### src/core/ccdsr_pkg.sv
/*
  ccdsr_pkg: constants, types and the default parameter image for the
  system parameter group of the ccd timing generator.
  Assumes the burst words arrive already deserialised, 32 bits at a time.
*/
package ccdsr_pkg;

  // burst framing
  localparam int             WORD_W       = 32;
  localparam int             NUM_WORDS    = 16;
  localparam int             IMG_W        = WORD_W * NUM_WORDS;
  localparam int             IDX_W        = 5;
  localparam int             HDR_ADDR_MSB = 31;
  localparam int             HDR_ADDR_LSB = 24;
  localparam int             HDR_CNT_W    = 24;
  localparam logic [7:0]     GROUP_ADDR   = 8'h14;
  localparam logic [23:0]    COUNT_ALL    = 24'h000000;

  // field widths
  localparam int VLEN_W = 9;
  localparam int VTOG_W = 9;
  localparam int PHASES = 4;
  localparam int NSEQ   = 4;
  localparam int BLK_W  = 10;
  localparam int LINE_W = 12;
  localparam int INT2_W = 10;
  localparam int INT3_W = 9;
  localparam int INT4_W = 9;
  localparam int SHUT_W = 8;
  localparam int GTOG_W = 11;
  localparam int GWID_W = 8;
  localparam int SUB_W  = 9;
  localparam int CLP_W  = 12;
  localparam int VSY_W  = 4;
  localparam int HSY_W  = 10;

  // msb positions inside the concatenated image, word 1 bit 31 = IMG_W-1
  localparam int P_VSEQ0     = 511;
  localparam int P_VSEQ3     = 255;
  localparam int VSEQ_STRIDE = 85;
  localparam int OFF_POL     = 9;
  localparam int OFF_TOG     = 13;
  localparam int TOG_STRIDE  = 18;
  localparam int P_BLANK = 170;
  localparam int P_LINE  = 159;
  localparam int P_INT2  = 147;
  localparam int P_INT3  = 137;
  localparam int P_INT4  = 128;
  localparam int P_SHUT  = 119;
  localparam int P_GATE0 = 111;
  localparam int P_GATE1 = 100;
  localparam int P_GWID0 = 89;
  localparam int P_SUB1A = 81;
  localparam int P_SUB1B = 72;
  localparam int P_SUB2A = 63;
  localparam int P_SUB2B = 54;
  localparam int P_CLP1  = 45;
  localparam int P_CLP2  = 33;
  localparam int P_VSYNC = 21;
  localparam int P_HSYNC = 17;
  localparam int P_GAP_A = 256;
  localparam int P_GAP_B = 160;
  localparam int GAP_TAIL_W = 8;
  localparam logic [IMG_W-1:0] UNUSED_MASK = (IMG_W'(1) << P_GAP_A) | (IMG_W'(1) << P_GAP_B)
                                           | IMG_W'({GAP_TAIL_W{1'b1}});

  // reset values
  localparam logic [VLEN_W-1:0] DEF_LEN [NSEQ] = '{9'h025, 9'h068, 9'h039, 9'h059};
  localparam logic [PHASES-1:0] DEF_POL = 4'hc;
  localparam logic [VTOG_W-1:0] DEF_TOG [NSEQ][PHASES][2] = '{
    '{'{9'h000, 9'h013}, '{9'h00c, 9'h01f}, '{9'h000, 9'h013}, '{9'h00c, 9'h01f}},
    '{'{9'h012, 9'h03a}, '{9'h02f, 9'h060}, '{9'h000, 9'h04c}, '{9'h026, 9'h069}},
    '{'{9'h000, 9'h01d}, '{9'h013, 9'h030}, '{9'h000, 9'h01d}, '{9'h013, 9'h030}},
    '{'{9'h000, 9'h03c}, '{9'h01e, 9'h05a}, '{9'h000, 9'h03c}, '{9'h01e, 9'h05a}}};
  localparam logic [LINE_W-1:0] DEF_LINE  = 12'h8eb;
  localparam logic [INT2_W-1:0] DEF_INT2  = 10'h082;
  localparam logic [INT3_W-1:0] DEF_INT3  = 9'h064;
  localparam logic [SHUT_W-1:0] DEF_SHUT  = 8'h76;
  localparam logic [GTOG_W-1:0] DEF_GATE0 = 11'h418;
  localparam logic [GTOG_W-1:0] DEF_GATE1 = 11'h4ae;
  localparam logic [GWID_W-1:0] DEF_GWID0 = 8'h3c;
  localparam logic [SUB_W-1:0]  DEF_SUBA  = 9'h013;
  localparam logic [SUB_W-1:0]  DEF_SUBB  = 9'h058;
  localparam logic [CLP_W-1:0]  DEF_CLP1  = 12'h8c3;
  localparam logic [CLP_W-1:0]  DEF_CLP2  = 12'h8e6;
  localparam logic [VSY_W-1:0]  DEF_VSYNC = 4'h9;
  localparam logic [HSY_W-1:0]  DEF_HSYNC = 10'h078;
  localparam logic              SUB_IDLE   = 1'b1;
  localparam logic              CLAMP_IDLE = 1'b1;

  typedef enum logic [2:0] {
    ST_IDLE = 3'h1,
    ST_LOAD = 3'h2,
    ST_SKIP = 3'h4
  } ccdsr_state_type;

  typedef struct packed {
    logic [VLEN_W-1:0]              repeatLength;
    logic [PHASES-1:0]              startPolarity;
    logic [PHASES-1:0][VTOG_W-1:0]  firstToggle;
    logic [PHASES-1:0][VTOG_W-1:0]  secondToggle;
  } ccdsr_vseq_type;

  typedef struct packed {
    ccdsr_vseq_type [NSEQ-1:0]      vseq;
    logic [BLK_W-1:0]               blankHclkOnPosition;
    logic [LINE_W-1:0]              lineLengthCount;
    logic [INT2_W-1:0]              secondIntervalCount;
    logic [INT3_W-1:0]              thirdIntervalCount;
    logic [INT4_W-1:0]              fourthIntervalCount;
    logic [SHUT_W-1:0]              shutterSequenceLength;
    logic [1:0][GTOG_W-1:0]         sensorGateToggle;
    logic [GWID_W-1:0]              sensorGate0Width;
    logic [1:0][SUB_W-1:0]          substrateToggle1;
    logic [1:0][SUB_W-1:0]          substrateToggle2;
    logic [CLP_W-1:0]               blackClampToggle1;
    logic [CLP_W-1:0]               blackClampToggle2;
    logic [VSY_W-1:0]               vsyncTogglePosition;
    logic [HSY_W-1:0]               hsyncTogglePosition;
  } ccdsr_params_type;

  // msb of vertical sequence s; sequence 3 sits past a spare bit
  function automatic int vseqMsb(input int s);
    return (s == NSEQ - 1) ? P_VSEQ3 : P_VSEQ0 - s * VSEQ_STRIDE;
  endfunction

  function automatic int togMsb(input int s, input int ph, input int t);
    return vseqMsb(s) - OFF_TOG - TOG_STRIDE * ph - VTOG_W * t;
  endfunction

  // raw image holding every reset value at its burst position
  function automatic logic [IMG_W-1:0] defImage();
    logic [IMG_W-1:0] img;
    img = '0;
    for (int s = 0; s < NSEQ; s++) begin
      img[vseqMsb(s) -: VLEN_W] = DEF_LEN[s];
      for (int ph = 0; ph < PHASES; ph++) begin
        img[vseqMsb(s) - OFF_POL - ph] = DEF_POL[ph];
        img[togMsb(s, ph, 0) -: VTOG_W] = DEF_TOG[s][ph][0];
        img[togMsb(s, ph, 1) -: VTOG_W] = DEF_TOG[s][ph][1];
      end
    end
    img[P_LINE -: LINE_W]  = DEF_LINE;
    img[P_INT2 -: INT2_W]  = DEF_INT2;
    img[P_INT3 -: INT3_W]  = DEF_INT3;
    img[P_SHUT -: SHUT_W]  = DEF_SHUT;
    img[P_GATE0 -: GTOG_W] = DEF_GATE0;
    img[P_GATE1 -: GTOG_W] = DEF_GATE1;
    img[P_GWID0 -: GWID_W] = DEF_GWID0;
    img[P_SUB1A -: SUB_W]  = DEF_SUBA;
    img[P_SUB1B -: SUB_W]  = DEF_SUBB;
    img[P_SUB2A -: SUB_W]  = DEF_SUBA;
    img[P_SUB2B -: SUB_W]  = DEF_SUBB;
    img[P_CLP1 -: CLP_W]   = DEF_CLP1;
    img[P_CLP2 -: CLP_W]   = DEF_CLP2;
    img[P_VSYNC -: VSY_W]  = DEF_VSYNC;
    img[P_HSYNC -: HSY_W]  = DEF_HSYNC;
    return img;
  endfunction

endpackage

### src/core/ccdsr_toggle_out.sv
/*
  ccdsr_toggle_out: one waveform output that starts a repetition at a
  programmed level and inverts at two programmed positions.
  Assumes the caller supplies a position counter and a restart at position 0.
*/
`timescale 1ns/10ps
module ccdsr_toggle_out
  import ccdsr_pkg::*;
#(
  parameter int POS_W = 9
) (
  input  wire logic             clock,
  input  wire logic             arst_n,
  input  wire logic             run,
  input  wire logic             restart,
  input  wire logic             startLevel,
  input  wire logic [POS_W-1:0] pos,
  input  wire logic [POS_W-1:0] toggleA,
  input  wire logic [POS_W-1:0] toggleB,
  input  wire logic             idleLevel,
  output logic                  level
);

  logic hit;
  logic level_d;

  // both toggles on one position cancel, as two inversions would
  assign hit     = (pos == toggleA) ^ (pos == toggleB);
  assign level_d = !run    ? level :
                   restart ? startLevel ^ hit : level ^ hit;

  // output lags the position by one clock
  always_ff @(posedge clock or negedge arst_n) begin
    if (!arst_n) begin
      level <= 1'b0;
    end else begin
      level <= level_d;
    end
  end

  logic unusedIdle;
  assign unusedIdle = idleLevel;

endmodule

### src/core/ccdsr_system_timing_regs.sv
/*
  ccdsr_system_timing_regs: the system parameter group of the ccd timing
  generator, loaded as one burst of 32-bit words, plus the vertical phase,
  substrate clock and black clamp waveforms driven from it.
  Assumes the serial front end delivers whole words with wordValid and holds
  burstActive high for the whole burst; vertical sync is synchronous.
*/
// Operation
// RULE1 - header top byte 0x14 selects this group
// RULE2 - header low 24 bits count; zero means all
// RULE3 - four sequences with 9-bit repeat lengths
// RULE4 - per-phase start polarity, phases three/four high
// RULE5 - phase starts at polarity, inverts at toggles
// RULE6 - fields straddling words are concatenated
// RULE7 - 10-bit blank hclk on position, default 0
// RULE8 - 12-bit line length is gray coded
// RULE9 - second and third interval counters stored
// RULE10 - fourth interval straddles words, default 0
// RULE11 - 8-bit shutter sequence length, default 118
// RULE12 - two gate toggles and first width
// RULE13 - substrate clocks invert at both toggles
// RULE14 - clamp toggles gray coded, second straddles
// RULE15 - vsync 4-bit and hsync 10-bit toggles
// RULE16 - new values apply at vsync fall unless immediate
// RULE17 - unused burst bits are ignored
`timescale 1ns/10ps
module ccdsr_system_timing_regs
  import ccdsr_pkg::*;
(
  input  wire logic              clock,
  input  wire logic              arst_n,
  input  wire logic              burstActive,
  input  wire logic              wordValid,
  input  wire logic [WORD_W-1:0] wordData,
  input  wire logic              verticalSync,
  input  wire logic              updateModeBit,
  input  wire logic              vseqRun,
  input  wire logic [1:0]        vseqSelect,
  input  wire logic              lineRun,
  output ccdsr_params_type       params,
  output logic [PHASES-1:0]      verticalPhase,
  output logic [1:0]             substrateClk,
  output logic                   opticalBlackClamp,
  output logic                   updatePending,
  output logic                   groupLoading
);

  // gray code to binary, used for every gray-coded field
  function automatic logic [LINE_W-1:0] grayToBin(input logic [LINE_W-1:0] g);
    logic [LINE_W-1:0] b;
    b[LINE_W-1] = g[LINE_W-1];
    for (int i = LINE_W - 2; i >= 0; i--) begin
      b[i] = b[i+1] ^ g[i];
    end
    return b;
  endfunction

  // image to parameter set; the image is the burst words laid end to end
  function automatic ccdsr_params_type unpackImage(input logic [IMG_W-1:0] img);
    ccdsr_params_type p;
    p = '0;
    for (int s = 0; s < NSEQ; s++) begin
      p.vseq[s].repeatLength = img[vseqMsb(s) -: VLEN_W];                  // [RULE3]
      for (int ph = 0; ph < PHASES; ph++) begin
        p.vseq[s].startPolarity[ph] = img[vseqMsb(s) - OFF_POL - ph];      // [RULE4]
        p.vseq[s].firstToggle[ph]   = img[togMsb(s, ph, 0) -: VTOG_W];     // [RULE6]
        p.vseq[s].secondToggle[ph]  = img[togMsb(s, ph, 1) -: VTOG_W];
      end
    end
    p.blankHclkOnPosition   = img[P_BLANK -: BLK_W];                       // [RULE7]
    p.lineLengthCount       = grayToBin(img[P_LINE -: LINE_W]);            // [RULE8]
    p.secondIntervalCount   = img[P_INT2 -: INT2_W];                       // [RULE9]
    p.thirdIntervalCount    = img[P_INT3 -: INT3_W];                       // [RULE9]
    p.fourthIntervalCount   = img[P_INT4 -: INT4_W];                       // [RULE10]
    p.shutterSequenceLength = img[P_SHUT -: SHUT_W];                       // [RULE11]
    p.sensorGateToggle[0]   = img[P_GATE0 -: GTOG_W];                      // [RULE12]
    p.sensorGateToggle[1]   = img[P_GATE1 -: GTOG_W];                      // [RULE12]
    p.sensorGate0Width      = img[P_GWID0 -: GWID_W];                      // [RULE12]
    p.substrateToggle1[0]   = img[P_SUB1A -: SUB_W];                       // [RULE13]
    p.substrateToggle2[0]   = img[P_SUB1B -: SUB_W];
    p.substrateToggle1[1]   = img[P_SUB2A -: SUB_W];
    p.substrateToggle2[1]   = img[P_SUB2B -: SUB_W];
    p.blackClampToggle1     = grayToBin(img[P_CLP1 -: CLP_W]);             // [RULE14]
    p.blackClampToggle2     = grayToBin(img[P_CLP2 -: CLP_W]);             // [RULE14]
    p.vsyncTogglePosition   = img[P_VSYNC -: VSY_W];                       // [RULE15]
    p.hsyncTogglePosition   = img[P_HSYNC -: HSY_W];                       // [RULE15]
    return p;
  endfunction

  localparam logic [IMG_W-1:0] RESET_IMG    = defImage();
  localparam ccdsr_params_type RESET_PARAMS = unpackImage(defImage());

  ccdsr_state_type        state_q, state_d;
  logic [HDR_CNT_W-1:0]   remaining_q, remaining_d;
  logic [IDX_W-1:0]       wordIdx_q, wordIdx_d;
  logic [IMG_W-1:0]       pendingImg_q, pendingImg_d;
  logic                   dirty_q, dirty_d;
  logic                   vsyncPrev_q;
  ccdsr_params_type       params_d;
  logic                   loading_d;
  logic [VLEN_W-1:0]      vseqPos_q, vseqPos_d;
  logic [LINE_W-1:0]      linePos_q, linePos_d;

  // header decode
  logic                 headerSeen;
  logic                 headerMatch;
  logic [HDR_CNT_W-1:0] headerCount;
  logic [HDR_CNT_W-1:0] wordsToLoad;
  logic                 loadWord;
  logic                 lastWord;

  assign headerSeen  = wordValid && (state_q == ST_IDLE);
  assign headerMatch = wordData[HDR_ADDR_MSB:HDR_ADDR_LSB] == GROUP_ADDR;            // [RULE1]
  assign headerCount = wordData[HDR_CNT_W-1:0];
  assign wordsToLoad = (headerCount == COUNT_ALL) ? HDR_CNT_W'(NUM_WORDS)           // [RULE2]
                                                  : headerCount;
  assign loadWord    = wordValid && (state_q == ST_LOAD);
  // a count above the group size stops at the last word of the group
  assign lastWord    = (remaining_q == HDR_CNT_W'(1)) || (wordIdx_q == IDX_W'(NUM_WORDS));

  // burst sequencer; dropping burstActive always returns to idle
  always_comb begin
    state_d     = state_q;
    remaining_d = remaining_q;
    wordIdx_d   = wordIdx_q;
    case (state_q)
      ST_IDLE: begin
        if (headerSeen) begin
          state_d     = headerMatch ? ST_LOAD : ST_SKIP;                             // [RULE1]
          remaining_d = wordsToLoad;
          wordIdx_d   = IDX_W'(1);
        end
      end
      ST_LOAD: begin
        if (loadWord) begin
          remaining_d = remaining_q - HDR_CNT_W'(1);
          wordIdx_d   = wordIdx_q + IDX_W'(1);
          if (lastWord) begin
            state_d = ST_SKIP;
          end
        end
      end
      ST_SKIP: begin
        state_d = ST_SKIP;
      end
      default: begin
        state_d = ST_IDLE;
      end
    endcase
    if (!burstActive) begin
      state_d = ST_IDLE;
    end
  end

  assign loading_d = (state_d == ST_LOAD);

  // word placement: word k lands at the k-th slot from the top of the image,
  // so a field split across two words reads back as one contiguous field
  logic [9:0]       wordBase;
  logic [IMG_W-1:0] writeMask;
  logic [IMG_W-1:0] writeData;

  assign wordBase     = 10'(IMG_W - WORD_W * int'(wordIdx_q));                      // [RULE6]
  assign writeMask    = IMG_W'({WORD_W{1'b1}}) << wordBase;
  assign writeData    = IMG_W'(wordData) << wordBase;
  assign pendingImg_d = loadWord ? ((pendingImg_q & ~writeMask)
                                    | (writeData & writeMask & ~UNUSED_MASK))        // [RULE17]
                                 : pendingImg_q;

  // update timing: synchronous parameters wait for a vsync falling edge
  logic vsyncFall;
  logic applyNow;

  assign vsyncFall = vsyncPrev_q && !verticalSync;
  assign applyNow  = dirty_q && (updateModeBit || vsyncFall);                       // [RULE16]
  // a word taken in the apply cycle keeps the pending flag set
  assign dirty_d   = loadWord || (dirty_q && !applyNow);
  assign params_d  = applyNow ? unpackImage(pendingImg_q) : params;

  // vertical sequence repetition counter
  ccdsr_vseq_type selSeq;
  logic           vseqRestart;

  assign selSeq      = params.vseq[vseqSelect];
  assign vseqRestart = vseqRun && (vseqPos_q == '0);
  assign vseqPos_d   = !vseqRun ? '0 :
                       (vseqPos_q >= selSeq.repeatLength - VLEN_W'(1)) ? '0        // [RULE3]
                                                                       : vseqPos_q + VLEN_W'(1);

  // line position counter for substrate and clamp waveforms
  logic lineRestart;

  assign lineRestart = lineRun && (linePos_q == '0);
  assign linePos_d   = !lineRun ? '0 :
                       (linePos_q >= params.lineLengthCount - LINE_W'(1)) ? '0
                                                                          : linePos_q + LINE_W'(1);

  // burst and update state
  always_ff @(posedge clock or negedge arst_n) begin
    if (!arst_n) begin
      state_q      <= ST_IDLE;
      remaining_q  <= '0;
      wordIdx_q    <= '0;
      pendingImg_q <= RESET_IMG;
      dirty_q      <= 1'b0;
      vsyncPrev_q  <= 1'b0;
      groupLoading <= 1'b0;
    end else begin
      state_q      <= state_d;
      remaining_q  <= remaining_d;
      wordIdx_q    <= wordIdx_d;
      pendingImg_q <= pendingImg_d;
      dirty_q      <= dirty_d;
      vsyncPrev_q  <= verticalSync;
      groupLoading <= loading_d;
    end
  end

  // active parameters and counters
  always_ff @(posedge clock or negedge arst_n) begin
    if (!arst_n) begin
      params    <= RESET_PARAMS;
      vseqPos_q <= '0;
      linePos_q <= '0;
    end else begin
      params    <= params_d;
      vseqPos_q <= vseqPos_d;
      linePos_q <= linePos_d;
    end
  end

  assign updatePending = dirty_q;

  // the four vertical phases of the selected sequence
  for (genvar ph = 0; ph < PHASES; ph++) begin : gPhase
    ccdsr_toggle_out #(.POS_W(VLEN_W)) uPhase (                                      // [RULE5]
      .clock      (clock),
      .arst_n     (arst_n),
      .run        (vseqRun),
      .restart    (vseqRestart),
      .startLevel (selSeq.startPolarity[ph]),
      .pos        (vseqPos_q),
      .toggleA    (selSeq.firstToggle[ph]),
      .toggleB    (selSeq.secondToggle[ph]),
      .idleLevel  (1'b0),
      .level      (verticalPhase[ph])
    );
  end

  // both substrate clock patterns run on the line position
  for (genvar k = 0; k < 2; k++) begin : gSub
    ccdsr_toggle_out #(.POS_W(LINE_W)) uSub (                                        // [RULE13]
      .clock      (clock),
      .arst_n     (arst_n),
      .run        (lineRun),
      .restart    (lineRestart),
      .startLevel (SUB_IDLE),
      .pos        (linePos_q),
      .toggleA    (LINE_W'(params.substrateToggle1[k])),
      .toggleB    (LINE_W'(params.substrateToggle2[k])),
      .idleLevel  (SUB_IDLE),
      .level      (substrateClk[k])
    );
  end

  // optical black clamp on binary-decoded toggle positions
  ccdsr_toggle_out #(.POS_W(LINE_W)) uClamp (                                        // [RULE14]
    .clock      (clock),
    .arst_n     (arst_n),
    .run        (lineRun),
    .restart    (lineRestart),
    .startLevel (CLAMP_IDLE),
    .pos        (linePos_q),
    .toggleA    (params.blackClampToggle1),
    .toggleB    (params.blackClampToggle2),
    .idleLevel  (CLAMP_IDLE),
    .level      (opticalBlackClamp)
  );

  // checks next to the logic they guard
  a_foreign_group: assert property (@(posedge clock) disable iff (!arst_n)  // [RULE1]
    (headerSeen && burstActive && !headerMatch) |=> (state_q == ST_SKIP) && !groupLoading)
    else $error("foreign group header was not skipped");

  a_count_all: assert property (@(posedge clock) disable iff (!arst_n)  // [RULE2]
    (headerSeen && burstActive && headerMatch && headerCount == COUNT_ALL)
    |=> remaining_q == HDR_CNT_W'(NUM_WORDS))
    else $error("zero count did not select the whole group");

  a_word_place: assert property (@(posedge clock) disable iff (!arst_n)  // [RULE6]
    (loadWord && wordIdx_q == IDX_W'(1))
    |=> pendingImg_q[IMG_W-1 -: WORD_W] == $past(wordData))
    else $error("first parameter word not placed at the image top");

  a_unused_bits: assert property (@(posedge clock) disable iff (!arst_n)  // [RULE17]
    (pendingImg_q & UNUSED_MASK) == '0)
    else $error("unused burst bit reached the parameter image");

  a_sync_hold: assert property (@(posedge clock) disable iff (!arst_n)  // [RULE16]
    (!updateModeBit && !vsyncFall) |=> $stable(params))
    else $error("synchronous parameters changed without a vsync fall");

  a_immediate: assert property (@(posedge clock) disable iff (!arst_n)  // [RULE16]
    (loadWord && lastWord && updateModeBit) ##1 updateModeBit
    |=> !updatePending && (params == unpackImage($past(pendingImg_q))))
    else $error("immediate update did not apply in two cycles");

  a_line_gray: assert property (@(posedge clock) disable iff (!arst_n)  // [RULE8]
    applyNow |=> params.lineLengthCount == grayToBin($past(pendingImg_q[P_LINE -: LINE_W])))
    else $error("line length not gray decoded on apply");

  a_repeat_wrap: assert property (@(posedge clock) disable iff (!arst_n)  // [RULE3]
    (vseqRun && vseqPos_q == selSeq.repeatLength - VLEN_W'(1)) |=> vseqPos_q == '0)
    else $error("vertical sequence did not wrap at its repeat length");

  a_phase_start: assert property (@(posedge clock) disable iff (!arst_n)  // [RULE5]
    (vseqRestart && selSeq.firstToggle[0] != '0 && selSeq.secondToggle[0] != '0)
    |=> verticalPhase[0] == $past(selSeq.startPolarity[0]))
    else $error("phase one did not start at its start polarity");

  a_sub_invert: assert property (@(posedge clock) disable iff (!arst_n)  // [RULE13]
    (lineRun && !lineRestart && linePos_q == LINE_W'(params.substrateToggle1[0])
     && params.substrateToggle1[0] != params.substrateToggle2[0])
    |=> substrateClk[0] != $past(substrateClk[0]))
    else $error("substrate clock did not invert at its toggle");

endmodule

### config.mk
export PLATFORM = sky130hd
export DESIGN_NAME = ccdsr_system_timing_regs
export DESIGN_NICKNAME = d
export VERILOG_FILES = /design/src/core/ccdsr_pkg.sv /design/src/core/ccdsr_toggle_out.sv /design/src/core/ccdsr_system_timing_regs.sv
export SDC_FILE = /design/constraint.sdc
export NUM_CORES = 2
export LEC_CHECK = 0
export BUFFER_PORTS_ARGS = -buffer_cell sky130_fd_sc_hd__buf_2
export CORE_UTILIZATION = 45
export DETAILED_ROUTE_END_ITERATION = 10
export SYNTH_ARGS = -nofsm -noshare
export SYNTH_HDL_FRONTEND = slang
export SYNTH_HIERARCHICAL = 1
export SYNTH_SLANG_ARGS = --single-unit
### constraint.sdc
create_clock -name clock -period 3.55 [get_ports clock]
set_clock_uncertainty 0.1 [all_clocks]
set_input_delay 0.71 -clock clock [delete_from_list [all_inputs] [get_ports clock]]
set_output_delay 0.71 -clock clock [all_outputs]
set_load 0.02 [all_outputs]
# Word-level counts from Yosys, hierarchy flattened
# Index checks and enable logic that the tools add are counted.
# totals
output_inout_bits	511
regBits	1077
inputBits	42
word_cells	209
# op_classes
order_cmp	3
shifts	2
reduce_logical	17
add_sub_neg	7
n_mux	26
n_eq_ne	23
bitwise_logic	58
# ops
cell	count
512-bit bitwise AND	2
512-bit NOT	1
512-bit bitwise OR	1
32-bit by 10-bit << shifter with 512-bit output	1
32-bit by 10-bit << shifter with 512-bit output (first input constant)	1
85-bit binary-select mux with 2-bit select	1
85-bit two-way mux	1
9-bit equality test	8
24-bit two-way mux	3
1-bit XOR	51
12-bit by 9-bit equality test with 1-bit output	4
24-bit case mux with 2 select lines	1
12-bit equality test	2
24-bit by 1-bit equality test with 1-bit output (second input constant)	1
24-bit zero test	1
12-bit two-way mux	2
24-bit by 1-bit subtractor with 24-bit output (second input constant)	1
9-bit two-way mux	2
3-bit two-way mux	5
12-bit by 1-bit adder with 12-bit output (second input constant)	1
12-bit greater-or-equal comparator	1
12-bit zero test	1
12-bit by 1-bit subtractor with 12-bit output (second input constant)	1
5-bit two-way mux	2
other kinds (22)	41

# Depth between registers and ports, before layout
# logic_depth
word_depth	11
depth_mapped	14
depth_no_buf	12

# By module
# Netlist, hierarchy kept.
# modules_own_cells
module	cells_each	instances	area_per_inst_um2	seq_area_each_um2
ccdsr_system_timing_regs	3498	1	43325.3	26949.6
ccdsr_toggle_out at gPhase[0].uPhase ...	35	4	291.5	25.0
ccdsr_toggle_out at gSub[0].uSub ...	42	3	369.1	25.0

# Worst setup path before layout
# No wires, ideal clock.
# synth_path
path_kind	input to register
start	in vseqSelect[0]
end	reg gPhase[1].uPhase.level
arrival_ns	3.684
slack_ns	-0.321
cell_stages	11
t_required_ns	3.363
setup_time_ns	0.087
path_buffers	4
path_cell_list	clkbuf_1 > buf_2 > buf_2 > buf_2 > mux4_2 > xor2_1 > nor4_1 > nand4_1 > xnor2_1 > mux2_1 > a211oi_2
# synth_rtl
item	line	source
start: declaration	ccdsr_system_timing_regs.sv:38	input wire logic [1:0] vseqSelect,
end signal: assignment	ccdsr_toggle_out.sv:37	level <= level_d;
end: declaration	ccdsr_toggle_out.sv:21	output logic level

# Worst setup path in the final report
# layout_path
start	reg params[323] (netlist name)
end	reg vseqPos_q[5]
# layout_via
elab_chain_cells	6
# layout_lines
item	line	source
start: declaration	ccdsr_system_timing_regs.sv:40	output ccdsr_params_type params,
start signal: assignment	ccdsr_system_timing_regs.sv:226	params <= params_d;
85-bit binary-select mux with 2-bit select	ccdsr_system_timing_regs.sv:184	assign selSeq = params.vseq[vseqSelect];
85-bit two-way mux (not written as such)	ccdsr_system_timing_regs.sv:184	
9-bit by 1-bit subtractor with 9-bit output	ccdsr_system_timing_regs.sv:187	(vseqPos_q >= selSeq.repeatLength - VLEN_W'(1)) ? '0
9-bit greater-or-equal comparator	ccdsr_system_timing_regs.sv:187	
9-bit two-way mux	ccdsr_system_timing_regs.sv:187	
9-bit two-way mux	ccdsr_system_timing_regs.sv:186	assign vseqPos_d = !vseqRun ? '0 :
net vseqPos_d[5]	ccdsr_system_timing_regs.sv:101	logic [VLEN_W-1:0] vseqPos_q, vseqPos_d;
end signal: assignment	ccdsr_system_timing_regs.sv:227	vseqPos_q <= vseqPos_d;
end: declaration	ccdsr_system_timing_regs.sv:101	
# The timed path passes the listed nets, and every way through them passes these cells. The select of a mux whose other input is x is not followed.
# A chain may end at the register's enable or synchronous reset.

==> metrics.md <==
| Metric | Value |
|---|---|
| DRT iter0 DRCs | 3044 |
| FF-to-FF End | vseqPos_q[5]$_DFF_PN0_ |
| Post-CTS setup repair buffer count | 0 |
| Sw frac | 0.234 |
| Crit path depth | 11 |
| Worst Setup EP | vseqPos_q[5]$_DFF_PN0_ |
| Worst Reg-to-Reg Cells | 11 |
| Post-cts repair resize count | 0 |
| Input/output buffers | 552 |
| Clock power share | 0.468 |
| Pins over their slew limit | 0 |
| TritonCTS clock tree | done |
| Synth Register Bits | 1067 |
| Final setup violation count | 0 |
| RSZ-0062 raised after global routing | no |
| Power share of the sequential group | 0.483 |
| H-tree depth | 3 |
| Cells along the critical path | mux4_2, inv_1, ha_1, nor3b_1, nand2_1, nor3_1, xnor2_1, ha_1, a21oi_2, nand2_1, a21oi_1 |
| Leak pwr | 26.3 nW |
| Full die area | 103000 um^2 |
| CP required | 4060 ps |
| Yosys warns | 6 |
| Reg-to-Reg Start | params[323]$_DFFE_PN0P_ |
| Area of the multi-input gates | 17800 um^2 |
| Internal | 0.0197 W |
| WL final | 163000 um |
| Post-synth EDFFs | 0 |
| Final net count | 4444 |
| Worst reg2reg setup slack | 630 ps |
| Storage element area | 27100 um^2 |
| Final hold vios | 0 |
| Setup CP Type | reg2reg |
| DRC Markers | 0 |
| Syn avg cell area | 12.1 um^2 |
| Crit path buf inv count | 1 |
| Relative slew slack | 0.343 |
| Worst vdd ir | 0.385 mV |
| Tmin final | 2920 ps |
| Slew @ Worst Pin | 982 ps |
| Clock transition at path regs | 70 ps |
| Routed Antenna Nets | 0 |
| Fillcell total | 8808 |
| Congestion Overflow GR | 0 |
| WL/cell | 27.9 um |
| Synth cell types | 61 |
| DP HPWL | 122000 um |
| Via count | 32458 |
| Max frequency | 343 MHz |
| Largest net degree at the start of global routing | 91 |
| Top Ports | 553 |
| Max FO, Critical Path | 9 |
| Crit. End Element | flop |
| Synth Flop Type | dfrtp_1 |
| Setup crit start | params[323]$_DFFE_PN0P_ |
| Initial antenna violation count | 12 |
| Die Height | 320 um |
| Most common cell after layout, fill and taps aside | nand2_1 |
| Post-Syn Area | 45600 um^2 |
| Post-CTS Hold Fix Bufs | 1 |
| Layout area overhead | 19.7% |
| Hold_ws | 64.4 ps |
| HP Class | in2reg |
| Fraction of layout cells with a size suffix above 1 | 0.406 |
| Clock sinks | 1067 |
| Fin crit share | 0.822 |
| Number of vias per cell | 5.57 |
| Core footprint | 100000 um^2 |
| Worst-case clock buffer depth | 3 |
| Critical Path AT | 3430 ps |
| Seq/Total Area, Yosys | 0.595 |
| Global-route usage over all layers | 0.316 |
| CP peak stage delay | 470 ps |
| Initial cell density of the core | 0.455 |
| First-pass GRT wire length | 231000 um |
| Placer Congestion | 0.902 |
| Ys async rst share | 1.00 |
| Site Rows | 116 |
| Max-Cap Viols | 0 |
| Mapped Cells | 3764 |
| First drt pass iteration count | 7 |
| Crit path max-delay family | simple AND/OR/NAND/NOR gates |
| Pwr dens | 471 nW/um^2 |
| Worst-Skew Late Latency | 680 ps |
| Num CTS Buffers | 111 |
| Clock root cell | clkbuf_16 |
| Final setup margin | 632 ps |
| Chip width | 320 um |
| Status | complete, no violations |
| Critical path's slowest cell | mux4_2 |
| Logic pwr share | 0.049 |
| Pre-CTS setup slack | 24.6 ps |
| Most frequent cells in the layout | nand2_1 (744), dfrtp_1 (728), o21ai_0 (553) |
| Startpoint Class | flop |
| Vias in the first global route | 31589 |
| Switching power of the nets | 0.00601 W |
==> stage by stage <==
stage	setup TNS [ps]	util	std cells	cell area, um^2	total power (W)
finish	0	0.544	5828	54600	0.0257
detailed placement	0	0.506	5609	50800	0.0139
global placement	0	0.506	5609	50800	0.0139
floorplan	-89.4	-	3780	45700	0.0131
CTS	0	0.544	5820	54600	0.0259
global route	0	0.544	5822	54600	0.0265
==> cell families after synthesis <==
group / count (synthesis) / synth area share
DFF: 1067 / 0.595
xor gates and xnor gates: 234 / 0.0459
AOI/OAI and AO/OA: 644 / 0.0746
adders and majority gates: 36 / 0.00988
other: 2 / 0.000165
and+or+nand+nor: 978 / 0.0923
muxes: 579 / 0.164
buffers and inverters: 224 / 0.0187
==> final cells by class <==
type | count | area share
Multi-Input combinational cell | 2489 | 0.325
Clock inverter | 43 | 0.00807
Clock buffer | 167 | 0.0614
Antenna cell | 8 | 0.000367
Tap cell | 1357 | 0.0311
Sequential cell | 1067 | 0.497
Inverter | 16 | 0.00110
Timing Repair Buffer | 681 | 0.0758
==> Yosys cell counts (19+ instances only) <==
library cell	count	area share
dfstp_2	339	0.20
xnor2_1	129	0.025
a21oi_1	39	0.0043
xor2_1	102	0.020
mux4_2	85	0.042
nand4_1	24	0.0033
o21ai_0	553	0.061
nor4_1	19	0.0026
nand3_1	39	0.0043
dfrtp_1	728	0.40
clkbuf_1	195	0.016
mux2_2	475	0.12
ha_1	36	0.0099
nand2_1	744	0.061
nor2_1	60	0.0049
==> layer usage <==
metal / routed length [um] / up-vias / part of all wire / global-route usage
met5: 37 / - / 0.00023 / 0
met4: 6050 / 6 / 0.037 / 0.116
met3: 15600 / 261 / 0.096 / 0.0967
met2: 74400 / 1336 / 0.46 / 0.485
met1: 66600 / 16617 / 0.41 / 0.424
li1: - / 14238 / - / -
==> how the worst min path moves through the flow <==
stage | from | endpoint | slack (ps) | cells past startpoint
2_1_floorplan | arst_n | asynchronous set/reset pin | 310 | 0
3_3_place_gp | flop | flop | 360 | 2
3_5_place_dp | flop | flop | 370 | 2
4_1_cts | verticalSync | vsyncPrev_q$_DFF_PN0_ | 20 | 1
5_1_grt | verticalSync | vsyncPrev_q$_DFF_PN0_ | 30 | 1
6_report | verticalSync | vsyncPrev_q$_DFF_PN0_ | 60 | 1
==> power groups by stage <==
stage | Combinational (W) | Sequential [W] | Clock (W)
2_1_floorplan | 0.000496 | 0.0126 | 0
3_3_place_gp | 0.00125 | 0.0126 | 0
3_5_place_dp | 0.00127 | 0.0126 | 0
4_1_cts | 0.00127 | 0.0124 | 0.0122
5_1_grt | 0.00137 | 0.0124 | 0.0127
6_report | 0.00126 | 0.0124 | 0.0120
Note: power is estimated with default switching activity, not from simulation.
